`config.mk`:
```
export PLATFORM = sky130hd
export DESIGN_NAME = agp_master
export DESIGN_NICKNAME = d
export VERILOG_FILES = /design/src/include/agp_master_pkg.sv /design/src/core/req_fifo.sv /design/src/core/agp_master.sv
export SDC_FILE = /design/constraint.sdc
export NUM_CORES = 1
export LEC_CHECK = 0
export BUFFER_PORTS_ARGS = -buffer_cell sky130_fd_sc_hd__buf_2
export CAP_MARGIN = 0
export CORE_ASPECT_RATIO = 0.7
export CORE_UTILIZATION = 62
export CTS_BUF_LIST = sky130_fd_sc_hd__clkbuf_8
export DETAILED_ROUTE_END_ITERATION = 10
export HOLD_SLACK_MARGIN = 0.06
export PLACE_DENSITY = 0.88
export SETUP_SLACK_MARGIN = 0.1
export SLEW_MARGIN = 10
export SYNTH_ARGS = -nofsm -noshare
export SYNTH_HDL_FRONTEND = slang
export SYNTH_HIERARCHICAL = 1
export SYNTH_SLANG_ARGS = --single-unit
```
`constraint.sdc`:
```
create_clock -name ref_clk_in -period 4.2 [get_ports ref_clk_in]
set_input_delay 0.42 -clock ref_clk_in [delete_from_list [all_inputs] [get_ports ref_clk_in]]
set_output_delay 0.42 -clock ref_clk_in [all_outputs]
set_load 0.02 [all_outputs]
```
`src/include/agp_master_pkg.sv`:
```
// constants for the graphics-port bus master and its request fifo
// assumes a 100 MHz ref clock; port clock, grant and status come from
// the system controller and are sampled, never used as clocks
// Contract
// (RL1) data source drives strobes; receiver captures on them
// (RL2) strobe 0 times bits 15:0, 1 times 31:16
// (RL3) 4x: source also drives complement strobes
// (RL4) one request enqueued per clock while pipe low
// (RL5) read buffer full stops low-priority read return
// (RL6) write buffer full stops fast-write initiation
// (RL7) master alone drives 8-bit sideband request bus
// (RL8) sideband strobe times capture; complement 4x only
// (RL9) status valid only while grant low
// (RL10) code 000: low-priority read or flush return
// (RL11) code 001: high-priority read data return
// (RL12) 010/011: master supplies low/high write data
// (RL13) 111 permits start; 100 to 110 reserved
// (RL14) arbiter grants on request; reset negates grant
// (RL15) no reserved code; status changes per grant
package agp_master_pkg;
    localparam int DATA_W = 32;
    localparam int LANE_W = 16;
    localparam int SBA_W = 8;
    localparam int SB_BYTES = 4;
    localparam int FIFO_DEPTH = 16;
    localparam int PORT_CLK_NS = 80;
    localparam int REF_CLK_NS = 10;
    localparam int PORT_CLK_CYCLES = PORT_CLK_NS / REF_CLK_NS;
    // status codes seen with grant
    localparam logic [2:0] ST_RD_LO = 3'h0;
    localparam logic [2:0] ST_RD_HI = 3'h1;
    localparam logic [2:0] ST_WR_LO = 3'h2;
    localparam logic [2:0] ST_WR_HI = 3'h3;
    localparam logic [2:0] ST_START = 3'h7;
    // idle pattern of the sideband bus
    localparam logic [7:0] SBA_IDLE = 8'hff;
    localparam logic [31:0] AD_RESET = 32'h0000_0000;

    typedef enum logic [1:0] {PH_IDLE, PH_PIPE, PH_WRITE, PH_READ} phase_t;

    function automatic logic st_reserved(input logic [2:0] st);
        st_reserved = (st[2] == 1'b1) && (st != ST_START);
    endfunction : st_reserved

    function automatic logic st_is_write(input logic [2:0] st);
        st_is_write = (st == ST_WR_LO) || (st == ST_WR_HI);
    endfunction : st_is_write

    function automatic logic st_is_read(input logic [2:0] st);
        st_is_read = (st == ST_RD_LO) || (st == ST_RD_HI);
    endfunction : st_is_read
endpackage : agp_master_pkg

```
`src/core/req_fifo.sv`:
```
// request fifo between user side and the bus master
// assumes both sides on the same clock; fall-through read data
`timescale 1ns/1ps
module req_fifo #(
    parameter int WIDTH = 32,
    parameter int DEPTH = 16
) (
    input wire logic ref_clk_in,
    input wire logic rst_in,
    input wire logic in_valid_in,
    output logic in_ready_out,
    input wire logic [WIDTH-1:0] in_data_in,
    output logic out_valid_out,
    input wire logic out_ready_in,
    output logic [WIDTH-1:0] out_data_out
);
    localparam int AW = $clog2(DEPTH);

    typedef struct packed {
        logic [AW-1:0] wr_ptr;
        logic [AW-1:0] rd_ptr;
        logic [AW:0] count;
    } fifo_state_t;

    fifo_state_t state_reg;
    fifo_state_t state_next;
    logic [WIDTH-1:0] mem [DEPTH];
    logic push;
    logic pop;

    // handshakes straight from the count
    assign in_ready_out = (state_reg.count != (AW+1)'(DEPTH));
    assign out_valid_out = (state_reg.count != '0);
    assign out_data_out = mem[state_reg.rd_ptr];
    assign push = in_valid_in && in_ready_out;
    assign pop = out_ready_in && out_valid_out;

    // pointer wrap by depth, not by power of two
    always_comb begin
        state_next = state_reg;
        if (push) begin
            state_next.wr_ptr = (state_reg.wr_ptr == AW'(DEPTH - 1)) ? '0 : state_reg.wr_ptr + 1'b1;
        end
        if (pop) begin
            state_next.rd_ptr = (state_reg.rd_ptr == AW'(DEPTH - 1)) ? '0 : state_reg.rd_ptr + 1'b1;
        end
        state_next.count = state_reg.count + (AW+1)'(push) - (AW+1)'(pop);
    end

    always_ff @(posedge ref_clk_in) begin
        if (rst_in) begin
            state_reg <= '0;
        end else begin
            state_reg <= state_next;
        end
    end

    // storage has no reset; only written words are ever read
    always_ff @(posedge ref_clk_in) begin
        if (push) begin
            mem[state_reg.wr_ptr] <= in_data_in;
        end
    end
endmodule : req_fifo

```
`src/core/agp_master.sv`:
```
// graphics-port bus master facing a system controller
// assumes port clock, grant, status, strobes and ad come from the
// controller's domain and pass two flip-flops here before use
`timescale 1ns/1ps
module agp_master #(
    parameter int FIFO_DEPTH = agp_master_pkg::FIFO_DEPTH
) (
    input wire logic ref_clk_in,
    input wire logic rst_in,
    // user request side
    input wire logic req_valid_in,
    output logic req_ready_out,
    input wire logic [31:0] req_data_in,
    input wire logic sideband_mode_in,
    input wire logic mode_4x_in,
    // user write data
    input wire logic wr_valid_in,
    output logic wr_ready_out,
    input wire logic [31:0] wr_data_in,
    // user read data
    output logic rd_valid_out,
    output logic [31:0] rd_data_out,
    output logic rd_hi_prio_out,
    input wire logic rd_space_in,
    input wire logic fw_space_in,
    output logic st_error_out,
    // link pins
    input wire logic port_clock_in,
    input wire logic gnt_n_in,
    input wire logic [2:0] st_in,
    output logic req_n_out,
    output logic pipe_n_out,
    output logic rbf_n_out,
    output logic wbf_n_out,
    input wire logic [31:0] ad_in,
    output logic [31:0] ad_out,
    output logic ad_oe_out,
    input wire logic [1:0] adstb_in,
    output logic [1:0] adstb_out,
    output logic adstb_oe_out,
    output logic [1:0] adstb_n_out,
    output logic adstb_n_oe_out,
    output logic [7:0] sba_out,
    output logic sbstb_out,
    output logic sbstb_n_out
);
    typedef struct packed {
        logic clk_s1;
        logic clk_s2;
        logic clk_s3;
        logic gnt_s1;
        logic gnt_s2;
        logic [2:0] st_s1;
        logic [2:0] st_s2;
        logic [1:0] stb_s1;
        logic [1:0] stb_s2;
        logic [1:0] stb_s3;
        logic [31:0] ad_s1;
        logic [31:0] ad_s2;
        agp_master_pkg::phase_t phase;
        logic req_n;
        logic pipe_n;
        logic [31:0] ad;
        logic ad_oe;
        logic [1:0] stb;
        logic stb_oe;
        logic [1:0] stbn;
        logic stbn_oe;
        logic [7:0] sba;
        logic sbstb;
        logic sb_busy;
        logic [1:0] sb_idx;
        logic [31:0] sb_word;
        logic rbf_n;
        logic wbf_n;
        logic [31:0] rd_buf;
        logic [1:0] lane_got;
        logic [31:0] rd_data;
        logic rd_valid;
        logic rd_hi;
        logic st_err;
        logic last_gnt;
        logic [2:0] last_st;
    } master_state_t;

    master_state_t state_reg;
    master_state_t state_next;
    logic q_valid;
    logic q_ready;
    logic [31:0] q_data;
    logic pe;
    logic gnt;
    logic [2:0] st;
    logic start_ok;
    logic wr_ok;
    logic rd_ok;
    logic in_read;

    req_fifo #(
        .WIDTH(agp_master_pkg::DATA_W),
        .DEPTH(FIFO_DEPTH)
    ) u_req_fifo (
        .ref_clk_in(ref_clk_in),
        .rst_in(rst_in),
        .in_valid_in(req_valid_in),
        .in_ready_out(req_ready_out),
        .in_data_in(req_data_in),
        .out_valid_out(q_valid),
        .out_ready_in(q_ready),
        .out_data_out(q_data)
    );

    // port clock rising edge and synced grant/status, stage two only
    assign pe = state_reg.clk_s2 && !state_reg.clk_s3;
    assign gnt = !state_reg.gnt_s2;
    assign st = state_reg.st_s2;
    // (RL9) status only counts under grant
    assign start_ok = pe && gnt && (st == agp_master_pkg::ST_START);
    assign wr_ok = pe && gnt && agp_master_pkg::st_is_write(st);
    assign rd_ok = pe && gnt && agp_master_pkg::st_is_read(st);
    assign in_read = (state_reg.phase == agp_master_pkg::PH_READ);

    // next state: sync chains, link phase, sideband, read capture
    always_comb begin
        logic [1:0] lane_edge;
        logic [1:0] got;
        logic [31:0] buf_n;
        lane_edge = '0;
        got = '0;
        buf_n = '0;
        state_next = state_reg;
        q_ready = 1'b0;
        wr_ready_out = 1'b0;
        state_next.clk_s1 = port_clock_in;
        state_next.clk_s2 = state_reg.clk_s1;
        state_next.clk_s3 = state_reg.clk_s2;
        state_next.gnt_s1 = gnt_n_in;
        state_next.gnt_s2 = state_reg.gnt_s1;
        state_next.st_s1 = st_in;
        state_next.st_s2 = state_reg.st_s1;
        state_next.stb_s1 = adstb_in;
        state_next.stb_s2 = state_reg.stb_s1;
        state_next.stb_s3 = state_reg.stb_s2;
        state_next.ad_s1 = ad_in;
        state_next.ad_s2 = state_reg.ad_s1;
        state_next.rd_valid = 1'b0;
        state_next.st_err = 1'b0;
        // (RL5) throttle low-priority returns when user sink is full
        state_next.rbf_n = rd_space_in;
        // (RL6) refuse fast writes without space
        state_next.wbf_n = fw_space_in;
        if (pe) begin
            state_next.last_gnt = gnt;
            state_next.last_st = st;
            // (RL15) flag reserved codes and mid-grant status changes
            if (gnt && (agp_master_pkg::st_reserved(st)
                    || (state_reg.last_gnt && st != state_reg.last_st))) begin
                state_next.st_err = 1'b1;
            end
            // (RL14) hold request while pipelined work waits
            state_next.req_n = !((q_valid && !sideband_mode_in)
                || state_reg.phase == agp_master_pkg::PH_PIPE);
            case (state_reg.phase)
                agp_master_pkg::PH_PIPE: begin
                    // (RL4) one request per port edge while pipe low
                    if (q_valid && !sideband_mode_in) begin
                        state_next.ad = q_data;
                        q_ready = 1'b1;
                    end else begin
                        state_next.pipe_n = 1'b1;
                        state_next.ad_oe = 1'b0;
                        state_next.phase = agp_master_pkg::PH_IDLE;
                    end
                end
                default: begin
                    state_next.pipe_n = 1'b1;
                    state_next.ad_oe = 1'b0;
                    state_next.stb_oe = 1'b0;
                    state_next.stbn_oe = 1'b0;
                    state_next.phase = agp_master_pkg::PH_IDLE;
                    // (RL13) start only on the permission code
                    if (start_ok && q_valid && !sideband_mode_in) begin
                        state_next.pipe_n = 1'b0;
                        state_next.ad = q_data;
                        state_next.ad_oe = 1'b1;
                        q_ready = 1'b1;
                        state_next.phase = agp_master_pkg::PH_PIPE;
                    end else if (wr_ok && wr_valid_in) begin
                        // (RL12) supply write data on 010/011
                        state_next.ad = wr_data_in;
                        state_next.ad_oe = 1'b1;
                        wr_ready_out = 1'b1;
                        // (RL1) source toggles both lane strobes per word
                        state_next.stb = ~state_reg.stb;
                        state_next.stb_oe = 1'b1;
                        // (RL3) complement pair only in 4x
                        state_next.stbn = state_reg.stb;
                        state_next.stbn_oe = mode_4x_in;
                        state_next.phase = agp_master_pkg::PH_WRITE;
                    end else if (rd_ok) begin
                        // (RL10) (RL11) read return, priority from code
                        state_next.rd_hi = (st == agp_master_pkg::ST_RD_HI);
                        state_next.lane_got = '0;
                        state_next.phase = agp_master_pkg::PH_READ;
                    end
                end
            endcase
            // (RL7) sideband requests, low byte first, no grant needed
            if (state_reg.sb_busy) begin
                state_next.sba = state_reg.sb_word[8*state_reg.sb_idx +: 8];
                // (RL8) one strobe toggle per byte
                state_next.sbstb = !state_reg.sbstb;
                state_next.sb_idx = state_reg.sb_idx + 2'h1;
                state_next.sb_busy = (state_reg.sb_idx != 2'(agp_master_pkg::SB_BYTES - 1));
            end else if (sideband_mode_in && q_valid
                    && state_reg.phase != agp_master_pkg::PH_PIPE) begin
                state_next.sb_word = q_data;
                state_next.sb_busy = 1'b1;
                state_next.sb_idx = '0;
                state_next.sba = agp_master_pkg::SBA_IDLE;
                q_ready = 1'b1;
            end else begin
                state_next.sba = agp_master_pkg::SBA_IDLE;
            end
        end
        // (RL2) lane 0 captured on strobe 0, lane 1 on strobe 1
        if (in_read) begin
            lane_edge = state_reg.stb_s2 ^ state_reg.stb_s3;
            got = state_reg.lane_got | lane_edge;
            buf_n = state_reg.rd_buf;
            if (lane_edge[0]) begin
                buf_n[15:0] = state_reg.ad_s2[15:0];
            end
            if (lane_edge[1]) begin
                buf_n[31:16] = state_reg.ad_s2[31:16];
            end
            state_next.rd_buf = buf_n;
            state_next.lane_got = got;
            if (got == 2'h3) begin
                state_next.rd_data = buf_n;
                state_next.rd_valid = 1'b1;
                state_next.lane_got = '0;
            end
        end
    end

    // reset: grant treated as negated, bus released, pins idle
    always_ff @(posedge ref_clk_in) begin
        if (rst_in) begin
            state_reg <= '0;
            state_reg.gnt_s1 <= 1'b1;
            state_reg.gnt_s2 <= 1'b1;
            state_reg.phase <= agp_master_pkg::PH_IDLE;
            state_reg.req_n <= 1'b1;
            state_reg.pipe_n <= 1'b1;
            state_reg.ad <= agp_master_pkg::AD_RESET;
            state_reg.sba <= agp_master_pkg::SBA_IDLE;
            state_reg.rbf_n <= 1'b1;
            state_reg.wbf_n <= 1'b1;
        end else begin
            state_reg <= state_next;
        end
    end

    assign req_n_out = state_reg.req_n;
    assign pipe_n_out = state_reg.pipe_n;
    assign rbf_n_out = state_reg.rbf_n;
    assign wbf_n_out = state_reg.wbf_n;
    assign ad_out = state_reg.ad;
    assign ad_oe_out = state_reg.ad_oe;
    assign adstb_out = state_reg.stb;
    assign adstb_oe_out = state_reg.stb_oe;
    assign adstb_n_out = state_reg.stbn;
    assign adstb_n_oe_out = state_reg.stbn_oe;
    assign sba_out = state_reg.sba;
    assign sbstb_out = state_reg.sbstb;
    // complement only carries timing in 4x; held high otherwise
    assign sbstb_n_out = mode_4x_in ? !state_reg.sbstb : 1'b1;
    assign rd_valid_out = state_reg.rd_valid;
    assign rd_data_out = state_reg.rd_data;
    assign rd_hi_prio_out = state_reg.rd_hi;
    assign st_error_out = state_reg.st_err;
endmodule : agp_master

```
Word level (Yosys, flattened, before mapping)
Memory sizes are Yosys's and may differ from the RTL's. A register that Yosys moved wholly into a read port is not among the register bits. Cells that the tools add are included. Widths: inputs -> output; s select.

$add $sub $neg: 5. $mul: 0. Divide/modulo/power cells: 0. Order comparisons: 0. Equal/unequal tests: 19. Shifts and indexed selects: 1. Multiplexer cells: 43. Bitwise operators: 9. Reduce and logical (&&, ||, !) cells: 43.

Operators by type and width (number): $mux 35 (3); $mux 39 (1); $mux 34 (1); $mux 33 (1); $mux 16 (2); $mux 32 (1); $shiftx 32x6->8 (1); $mux 2 (10); $mux 4 (5); $mux 1 (17); $logic_and 1x1->1 (16); $ne 2x2->1 const B (6); $reduce_and 2->1 (5); $reduce_and 5->1 (2); $add 4x1->4 const B (2); $eq 4x4->1 const B (2); $mux 8 (1); $eq 3x2->1 const B (2); $not 1->1 (6); $reduce_and 3->1 (2); $reduce_bool 2->1 (3); $add 5x1->5 (1); $logic_not 1->1 (5); $ne 5x5->1 const B (1); 19 further kinds (24).

Register bits: 256. Latch bits: 0. Bits in writable memories: 512. Bits in read-only memories: 0. Input bits: 111. Output and inout port bits: 90. Logic and storage cells: 160. Memories: 1.

Memories: u_req_fifo.mem (words 16, width 32, read ports 1, clocked after memory_dff 1, write ports 1, line req_fifo.sv:27) `logic [WIDTH-1:0] mem [DEPTH];`.

Depth between registers and ports, before layout
Gate-level depths: netlist of run 1.

Word-level depth: 14. Mapped depth: 19.

By module
The synthesis of run 1 kept the hierarchy.

Modules (own cells, without submodules): req_fifo (instances 1, cells an instance 897, area each 20020.5 µm², seq. area each 15715.1 µm²); agp_master (instances 1, cells an instance 994, area each 9603.0 µm², seq. area each 4864.7 µm²).

Worst setup path before layout of run 1
OpenSTA, ideal clock, no wires.

Path kind: register -> register. From: register u_req_fifo/state_reg[2] (netlist name). To: memory u_req_fifo.mem[0][0] (enable). Setup time: 0.461 ns. Arrival: 3.306 ns. Data required time: 3.739 ns. Path slack: 0.433 ns. Stages on the path, launching flop included: 8. Cell sequence: dfxtp_1 -> inv_1 -> ha_1 -> nand4bb_2 -> and2_0 -> buf_4 -> nand2_1 -> nor3_1.

Cells in the longest elaborated chain, start to end: 4.

RTL lines: from (decl) (line req_fifo.sv:25) `fifo_state_t state_reg;`; from (signal assigned) (line req_fifo.sv:54) `state_reg <= state_next;`; $ne 5x5->1 (line req_fifo.sv:32) `assign in_ready_out = (state_reg.count != (AW+1)'(DEPTH));`; net req_ready_out (line agp_master.sv:12) `output logic req_ready_out,`; $logic_and 1x1->1 (line req_fifo.sv:35) `assign push = in_valid_in && in_ready_out;`; $mux 1 (line req_fifo.sv:60) `if (push) begin`; $mux 1 (implied by the code) (line req_fifo.sv:61) `mem[state_reg.wr_ptr] <= in_data_in;`; to (decl) (line req_fifo.sv:27).

The timed path passes the listed nets, and every way through them passes these cells.

Worst setup path after layout of run 1
From: register u_req_fifo/state_reg[2] (netlist name). To: register u_req_fifo/state_reg[4] (netlist name).

Cells in the longest elaborated chain, start to end: 10. Elaborated cells between the ends (all ways): 17. Classes of those cells: add/sub: 2; eq/ne: 1; mux: 6; reduce/logical: 8.

RTL lines: $reduce_bool 5->1 (*) (line req_fifo.sv:33) `assign out_valid_out = (state_reg.count != '0);`; net q_valid (line agp_master.sv:88) `logic q_valid;`; $logic_and 1x1->1 (2 in series) (line agp_master.sv:182) `if (start_ok && q_valid && !sideband_mode_in) begin`; $mux 1 (line agp_master.sv:182); $mux 1 (line agp_master.sv:163) `case (state_reg.phase)`; $mux 1 (line agp_master.sv:215) `end else if (sideband_mode_in && q_valid`; $mux 1 (*) (line agp_master.sv:209) `if (state_reg.sb_busy) begin`; $mux 1 (*) (line agp_master.sv:152) `if (pe) begin`; net q_ready (line agp_master.sv:89) `logic q_ready;`; $logic_and 1x1->1 (*) (line req_fifo.sv:36) `assign pop = out_ready_in && out_valid_out;`; $sub 5x1->5 (*) (line req_fifo.sv:47) `state_next.count = state_reg.count + (AW+1)'(push) - (AW+1)'(pop);`.

The timed path passes the listed nets; every way through them passes the cells marked *. A chain may end at the register's enable or synchronous reset.

==> results.sh, run 1 <==
export IMPL_syn_area_per_cell_sq_um=15.7
export IMPL_r2r_start="u_req_fifo/state_reg[2]"
export IMPL_finalNetCount=2207
export IMPL_drive_gt1_share_pct=27.1
export IMPL_synthesis_instances=1891
export IMPL_rows=66
export IMPL_synthToLayoutAreaGrowth_pct=11.8
export IMPL_clk_latency_ns=0.69
export IMPL_min_period_ns=3.78
export IMPL_vias_per_cell=6.36
export IMPL_worstReg2RegEnd="u_req_fifo/state_reg[4]"
export IMPL_core_area_sq_mm=0.0468
export IMPL_drtIter0Drc=2117
export IMPL_place_gp_congestion=0.829
export IMPL_ys_seq_area_share_pct=69.5
export IMPL_cts_tree="done"
export IMPL_design_area_sq_mm=0.0331
export IMPL_yosysUniqueCellTypes=59
export IMPL_min_from="req_data_in[11]"
export IMPL_worstMarginPinSlew_ns=1.17
export IMPL_htreeDepth=3
export IMPL_reg2reg_depth=18
export IMPL_fill_cells=2664
export IMPL_p_per_area_mw_per_mm2=450
export IMPL_hold_slack_ns=0.114
export IMPL_max_stage_delay_ns=0.44
export IMPL_grt_usage_pct=29.5
export IMPL_worstPathRequired_ns=4.71
export IMPL_io_buffers=200
export IMPL_placed_area_sq_mm=0.0307
export IMPL_maxSlewViolCount=0
export IMPL_final_hold_viol_count=0
export IMPL_critical_path_max_fanout=8
export IMPL_clk_pin_slew_worst_paths_ns=0.07
export IMPL_cts_root_buf="clkbuf_8"
export IMPL_cp_cell_sequence="inv_1 > ha_1 > or4b_1 > nand4b_4 > nor2_1 > nand2_1 > a21oi_2 > nand2_1 > inv_1 > ha_1 > inv_1 > ha_1 > inv_1 > fa_1 > nor2b_1 > o21bai_1 > a21oi_1 > nor3b_1"
export IMPL_cts_setup_buffers=0
export IMPL_fin_util_pct=70.7
export IMPL_avgRoutedWirePerCell_um=25.9
export IMPL_peakVddDrop_uv=317
export IMPL_crit_type="flip-flop to flip-flop"
export IMPL_cts_max_path_buffers=3
export IMPL_async_flop_share_pct=0
export IMPL_fin_ws_ns=0.423
export IMPL_synth_seq_cells=772
export IMPL_initial_core_util_pct=63.3
export IMPL_grt_pass1_vias=17500
export IMPL_layout_commonest_cell="edfxtp_1"
export IMPL_vias=17700
export IMPL_post_route_drc_count=0
export IMPL_largest_register_ffs=512
export IMPL_r2r_setup_slack_ns=0.42
export IMPL_status="finished, final reports clean"
export IMPL_skew_ns=0.0419
export IMPL_path_common_cell="inv_1"
export IMPL_cp_data_arrival_time_ns=4.29
export IMPL_drt_pass1_iterations=7
export IMPL_ys_warn_count=6
export IMPL_hpwl_um=43500
export IMPL_layout_common_cells="edfxtp_1 (512), dfxtp_1 (258), buf_2 (199)"
export IMPL_fmax_mhz=265
export IMPL_die_w_um=263
export IMPL_fp_dieArea_sq_mm=0.0487
export IMPL_die_h_um=185
export IMPL_num_io_pins=201
export IMPL_synth_ff_type="edfxtp_1"
export IMPL_grt_max_degree=150
export IMPL_worst_path_max_delay_cell="fa_1"
export IMPL_dp_cells=2547
export IMPL_min_period_over_period_pct=89.9
export IMPL_drv_cap=0
export IMPL_stdcell_count=2781
export IMPL_cellLeakagePower_nw=11.1
export IMPL_cp_end_kind="flip-flop"
export IMPL_hold_depth=1
export IMPL_setup_viol=0
export IMPL_antenna_found_initial=7
export IMPL_clock_sinks=772
export IMPL_hold_path_class="primary input to flip-flop"
export IMPL_place_ws_ns=0.554
export IMPL_synth_area_sq_mm=0.0296
export IMPL_synth_nets=2015
export IMPL_cp_start_kind="flip-flop"
export IMPL_overflow=0
export IMPL_rsz0062_at_grt="no"
export IMPL_antenna_left=0
export IMPL_finalPower_mw=14.9
export IMPL_synth_edff_count=512
export IMPL_routed_wirelength_um=72100
export IMPL_grt_first_pass_wirelength_um=106000
export IMPL_hold_end="u_req_fifo/mem[9][11]"
export IMPL_numCtsBuffers=104
export IMPL_slew_headroom_pct=21.8
export IMPL_final_setup_tns_ns=0
==> cells in the mapped netlist, types with 2 or more instances <==
cell type,instances,share of area [%]
o21ai_0,9,0.15
nor2_1,61,0.77
o22ai_1,8,0.17
nor4_1,2,0.042
buf_1,4,0.051
a22oi_1,97,2.5
nor3b_1,2,0.051
nand2b_1,16,0.34
nand3_1,10,0.17
nand2_1,187,2.4
nor2b_1,86,1.8
ha_1,12,0.51
buf_2,29,0.49
mux4_2,136,10
clkbuf_1,64,0.81
buf_4,96,2.4
buf_6,7,0.27
a211oi_1,36,0.91
or2_2,7,0.15
and2_0,3,0.063
a21o_1,3,0.076
dfxtp_1,260,18
or4_1,2,0.051
and2_1,3,0.063
a211oi_2,29,1.2
or3_1,2,0.042
xor2_1,6,0.18
a21oi_1,120,2.0
nor3_1,5,0.084
xnor2_1,5,0.15
inv_1,12,0.15
mux2i_1,34,1.1
edfxtp_1,512,52
==> worst max-delay path by stage <==
stage                                  from                 endpoint  slack, ns  cells after the start
floorplan           u_req_fifo/state_reg[2]     u_req_fifo/mem[0][0]       0.43                      7
global placement    u_req_fifo/state_reg[3]  u_req_fifo/state_reg[4]       0.80                     18
detailed placement  u_req_fifo/state_reg[2]  u_req_fifo/state_reg[4]       0.55                     18
CTS                 u_req_fifo/state_reg[2]  u_req_fifo/state_reg[4]       0.43                     18
global route        u_req_fifo/state_reg[2]  u_req_fifo/state_reg[4]       0.14                     18
finish              u_req_fifo/state_reg[2]  u_req_fifo/state_reg[4]       0.42                     18
==> cells by family (layout without fill, tap and decap cells) <==
| family | Yosys count | after routing | share of synthesized area (%) |
|---|---|---|---|
| adders and majority gates | 13 | 13 | 0.574 |
| AOI/OAI and AO/OA | 314 | 314 | 7.43 |
| buffers and inverters | 213 | 487 | 4.22 |
| muxes | 170 | 170 | 11.5 |
| DFF | 772 | 772 | 69.5 |
| xor gates and xnor gates | 11 | 11 | 0.325 |
| and+or+nand+nor | 398 | 398 | 6.50 |
| other | 0 | 4 | 0 |
==> power by group <==
part | internal [mW] | total (mW) | switching (mW)
combinational | 0.450 | 1.18 | 0.729
clock | 2.65 | 5.32 | 2.67
sequential | 8.31 | 8.42 | 0.104
total | 11.4 | 14.9 | 3.50
==> routing by layer <==
layer / routed length, um / vias up / part of all wire (%) / track usage, %
met5: 10 / - / 0.014 / 0
met2: 35200 / 1150 / 49 / 48.1
met1: 26700 / 8822 / 37 / 38.8
met3: 6970 / 226 / 9.7 / 6.38
met4: 3110 / 2 / 4.3 / 13.0
li1: - / 7478 / - / -
==> critical path: cells and delay by family, from the launching register on <==
kind	cells	cell delay, ns
compound gates	3	0.53
fa+ha+maj	4	1.05
flops	1	0.38
simple gates	7	1.33
buf+inv	4	0.32
==> timing repair <==
action | CTS | global route
endpoints found under the hold margin | 42 | 0
endpoints found under the setup margin | 0 | 1
hold buffers | 42 | 0
gates resized for setup | 0 | 1
==> layout make-up <==
cell class                 count  area (sq um)  area share [%]
clock inverter                68           303           0.914
timing repair buffer         286          1800            5.43
tap                          612           766            2.31
multi-input combinational    906          7960            24.0
antenna                        4          10.0          0.0302
sequential                   772         20600            62.2
clock buffer                 120          1650            4.99
inverter                      13          48.8           0.147
Power figures use the tool's default switching activity.
==> inputs of run 2 (changes only) <==
Settings changed: PLACE_DENSITY 0.88 to 0.81.
==> run 2 against run 1 <==
Clock skew fell by 0.014 ns. Critical path depth did not move. Die area unchanged. Non-clock buffer count shrank 2. Clock power grew 3.9%. Utilization rose by 0.13 points. Count of clock-buffer cells in the layout fell by 4.
==> results.sh, run 2 (synthesis gave the netlist of run 1 again) <==
export IMPL_status="finished, final reports clean"
export IMPL_peakVddDrop_uv=450
export IMPL_worstReg2RegEnd="u_req_fifo/state_reg[4]"
export IMPL_grt_usage_pct=28.2
export IMPL_hold_depth=1
export IMPL_clk_latency_ns=0.69
export IMPL_initial_core_util_pct=63.3
export IMPL_vias=17100
export IMPL_min_period_ns=3.84
export IMPL_worstMarginPinSlew_ns=1.12
export IMPL_cts_tree="done"
export IMPL_finalNetCount=2206
export IMPL_fmax_mhz=261
export IMPL_crit_cells=18
export IMPL_crit_type="flip-flop to flip-flop"
export IMPL_antenna_left=0
export IMPL_p_per_area_mw_per_mm2=455
export IMPL_die_h_um=185
export IMPL_rows=66
export IMPL_cts_max_path_buffers=3
export IMPL_final_setup_tns_ns=0
export IMPL_cts_root_buf="clkbuf_8"
export IMPL_slew_headroom_pct=25.2
export IMPL_cts_setup_buffers=0
export IMPL_num_io_pins=201
export IMPL_hold_end="u_req_fifo/mem[7][19]"
export IMPL_die_w_um=263
export IMPL_avgRoutedWirePerCell_um=24.7
export IMPL_vias_per_cell=6.15
export IMPL_min_from="req_data_in[19]"
export IMPL_cp_num_buf_inv=4
export IMPL_layout_commonest_cell="edfxtp_1"
export IMPL_drv_cap=0
export IMPL_placed_area_sq_mm=0.0307
export IMPL_skew_ns=0.0280
export IMPL_rsz0062_at_grt="no"
export IMPL_largest_register_ffs=512
export IMPL_worstPathRequired_ns=4.74
export IMPL_numCtsBuffers=105
export IMPL_fp_dieArea_sq_mm=0.0487
export IMPL_clock_sinks=772
export IMPL_cp_top_family="simple AND/OR/NAND/NOR gates"
export IMPL_startpoint="u_req_fifo/state_reg[2]"
export IMPL_grt_first_pass_wirelength_um=102000
export IMPL_min_period_over_period_pct=91.4
export IMPL_routed_wirelength_um=68800
export IMPL_post_route_drc_count=0
export IMPL_place_gp_congestion=0.800
export IMPL_path_common_cell="inv_1"
export IMPL_antenna_found_initial=4
export IMPL_design_area_sq_mm=0.0332
export IMPL_maxSlewViolCount=0
export IMPL_cellLeakagePower_nw=11.1
export IMPL_setup_viol=0
export IMPL_hpwl_um=41000
export IMPL_grt_max_degree=133
export IMPL_grt_pass1_vias=17100
export IMPL_r2r_start="u_req_fifo/state_reg[2]"
export IMPL_reg2reg_depth=18
export IMPL_drtIter0Drc=1778
export IMPL_overflow=0
export IMPL_layout_common_cells="edfxtp_1 (512), dfxtp_1 (258), buf_2 (199)"
export IMPL_drive_gt1_share_pct=27.3
export IMPL_cp_cell_sequence="inv_1 > ha_1 > or4b_1 > nand4b_4 > nor2_1 > nand2_1 > a21oi_1 > nand2_1 > inv_1 > ha_1 > inv_1 > ha_1 > inv_1 > fa_1 > nor2b_1 > o21bai_1 > a21oi_1 > nor3b_1"
export IMPL_hold_path_class="primary input to flip-flop"
export IMPL_clk_pin_slew_worst_paths_ns=0.07
export IMPL_core_area_sq_mm=0.0468
export IMPL_synthToLayoutAreaGrowth_pct=12.0
export IMPL_r2r_setup_slack_ns=0.36
export IMPL_max_stage_delay_ns=0.42
export IMPL_drt_pass1_iterations=5
export IMPL_htreeDepth=3
export IMPL_cp_start_kind="flip-flop"
export IMPL_io_buffers=200
export IMPL_final_hold_viol_count=0
export IMPL_cp_end_kind="flip-flop"
export IMPL_cp_data_arrival_time_ns=4.38
export IMPL_critical_path_max_fanout=8
export IMPL_worst_path_max_delay_cell="fa_1"
run 2: layout make-up:
cell class              count  area, sq um
flip-flops and latches    772        20600
fillers                  2812        13600
multi-input cells         906         7940
repair buffers            284         1780
clock buffers             116         1600
well taps                 612          766
clock inverters            79          452
inverters                  13         48.8
diodes                      2         5.00
run 2: worst max path at each step:
| stage | to | slack, ns |
|---|---|---|
| after floorplan | u_req_fifo/mem[0][0] | 0.43 |
| after global placement | u_req_fifo/state_reg[4] | 0.84 |
| after detailed placement | u_req_fifo/state_reg[4] | 0.56 |
| after CTS | u_req_fifo/state_reg[4] | 0.46 |
| after global routing | u_req_fifo/state_reg[4] | 0.16 |
| final | u_req_fifo/state_reg[4] | 0.36 |
run 2: where the power goes:
| group | switching, mW | total (mW) | leakage [nW] | internal, mW |
|---|---|---|---|---|
| combinational | 0.724 | 1.17 | 3.19 | 0.449 |
| clock | 2.73 | 5.53 | 1.19 | 2.80 |
| sequential | 0.0946 | 8.41 | 6.74 | 8.31 |
| total | 3.55 | 15.1 | 11.1 | 11.6 |
run 2: metal layers:
metal	GRT usage [%]	vias to the layer above	part of all wire, %
li1	-	7481	-
met4	9.05	4	2.7
met5	0	-	0.044
met1	38.6	8646	40
met3	6.85	130	9.3
met2	45.3	865	48
run 2: timing repair:
action | CTS | global route
endpoints found under the hold margin | 42 | 0
resized for setup | 0 | 0
hold buffers | 42 | 0
run 2: through the flow:
stage / worst slack [ns] / util [%] / total power [mW] / hold slack (ns) / cells
floorplan: 0.433 / - / 9.25 / 0.389 / 1891
global placement: 0.836 / 65.6 / 9.61 / 0.417 / 2545
detailed placement: 0.565 / 65.6 / 9.68 / 0.418 / 2545
CTS: 0.459 / 70.9 / 15.2 / 0.0656 / 2782
global route: 0.162 / 70.9 / 15.6 / 0.0704 / 2784
finish: 0.363 / 70.9 / 15.1 / 0.0934 / 2784
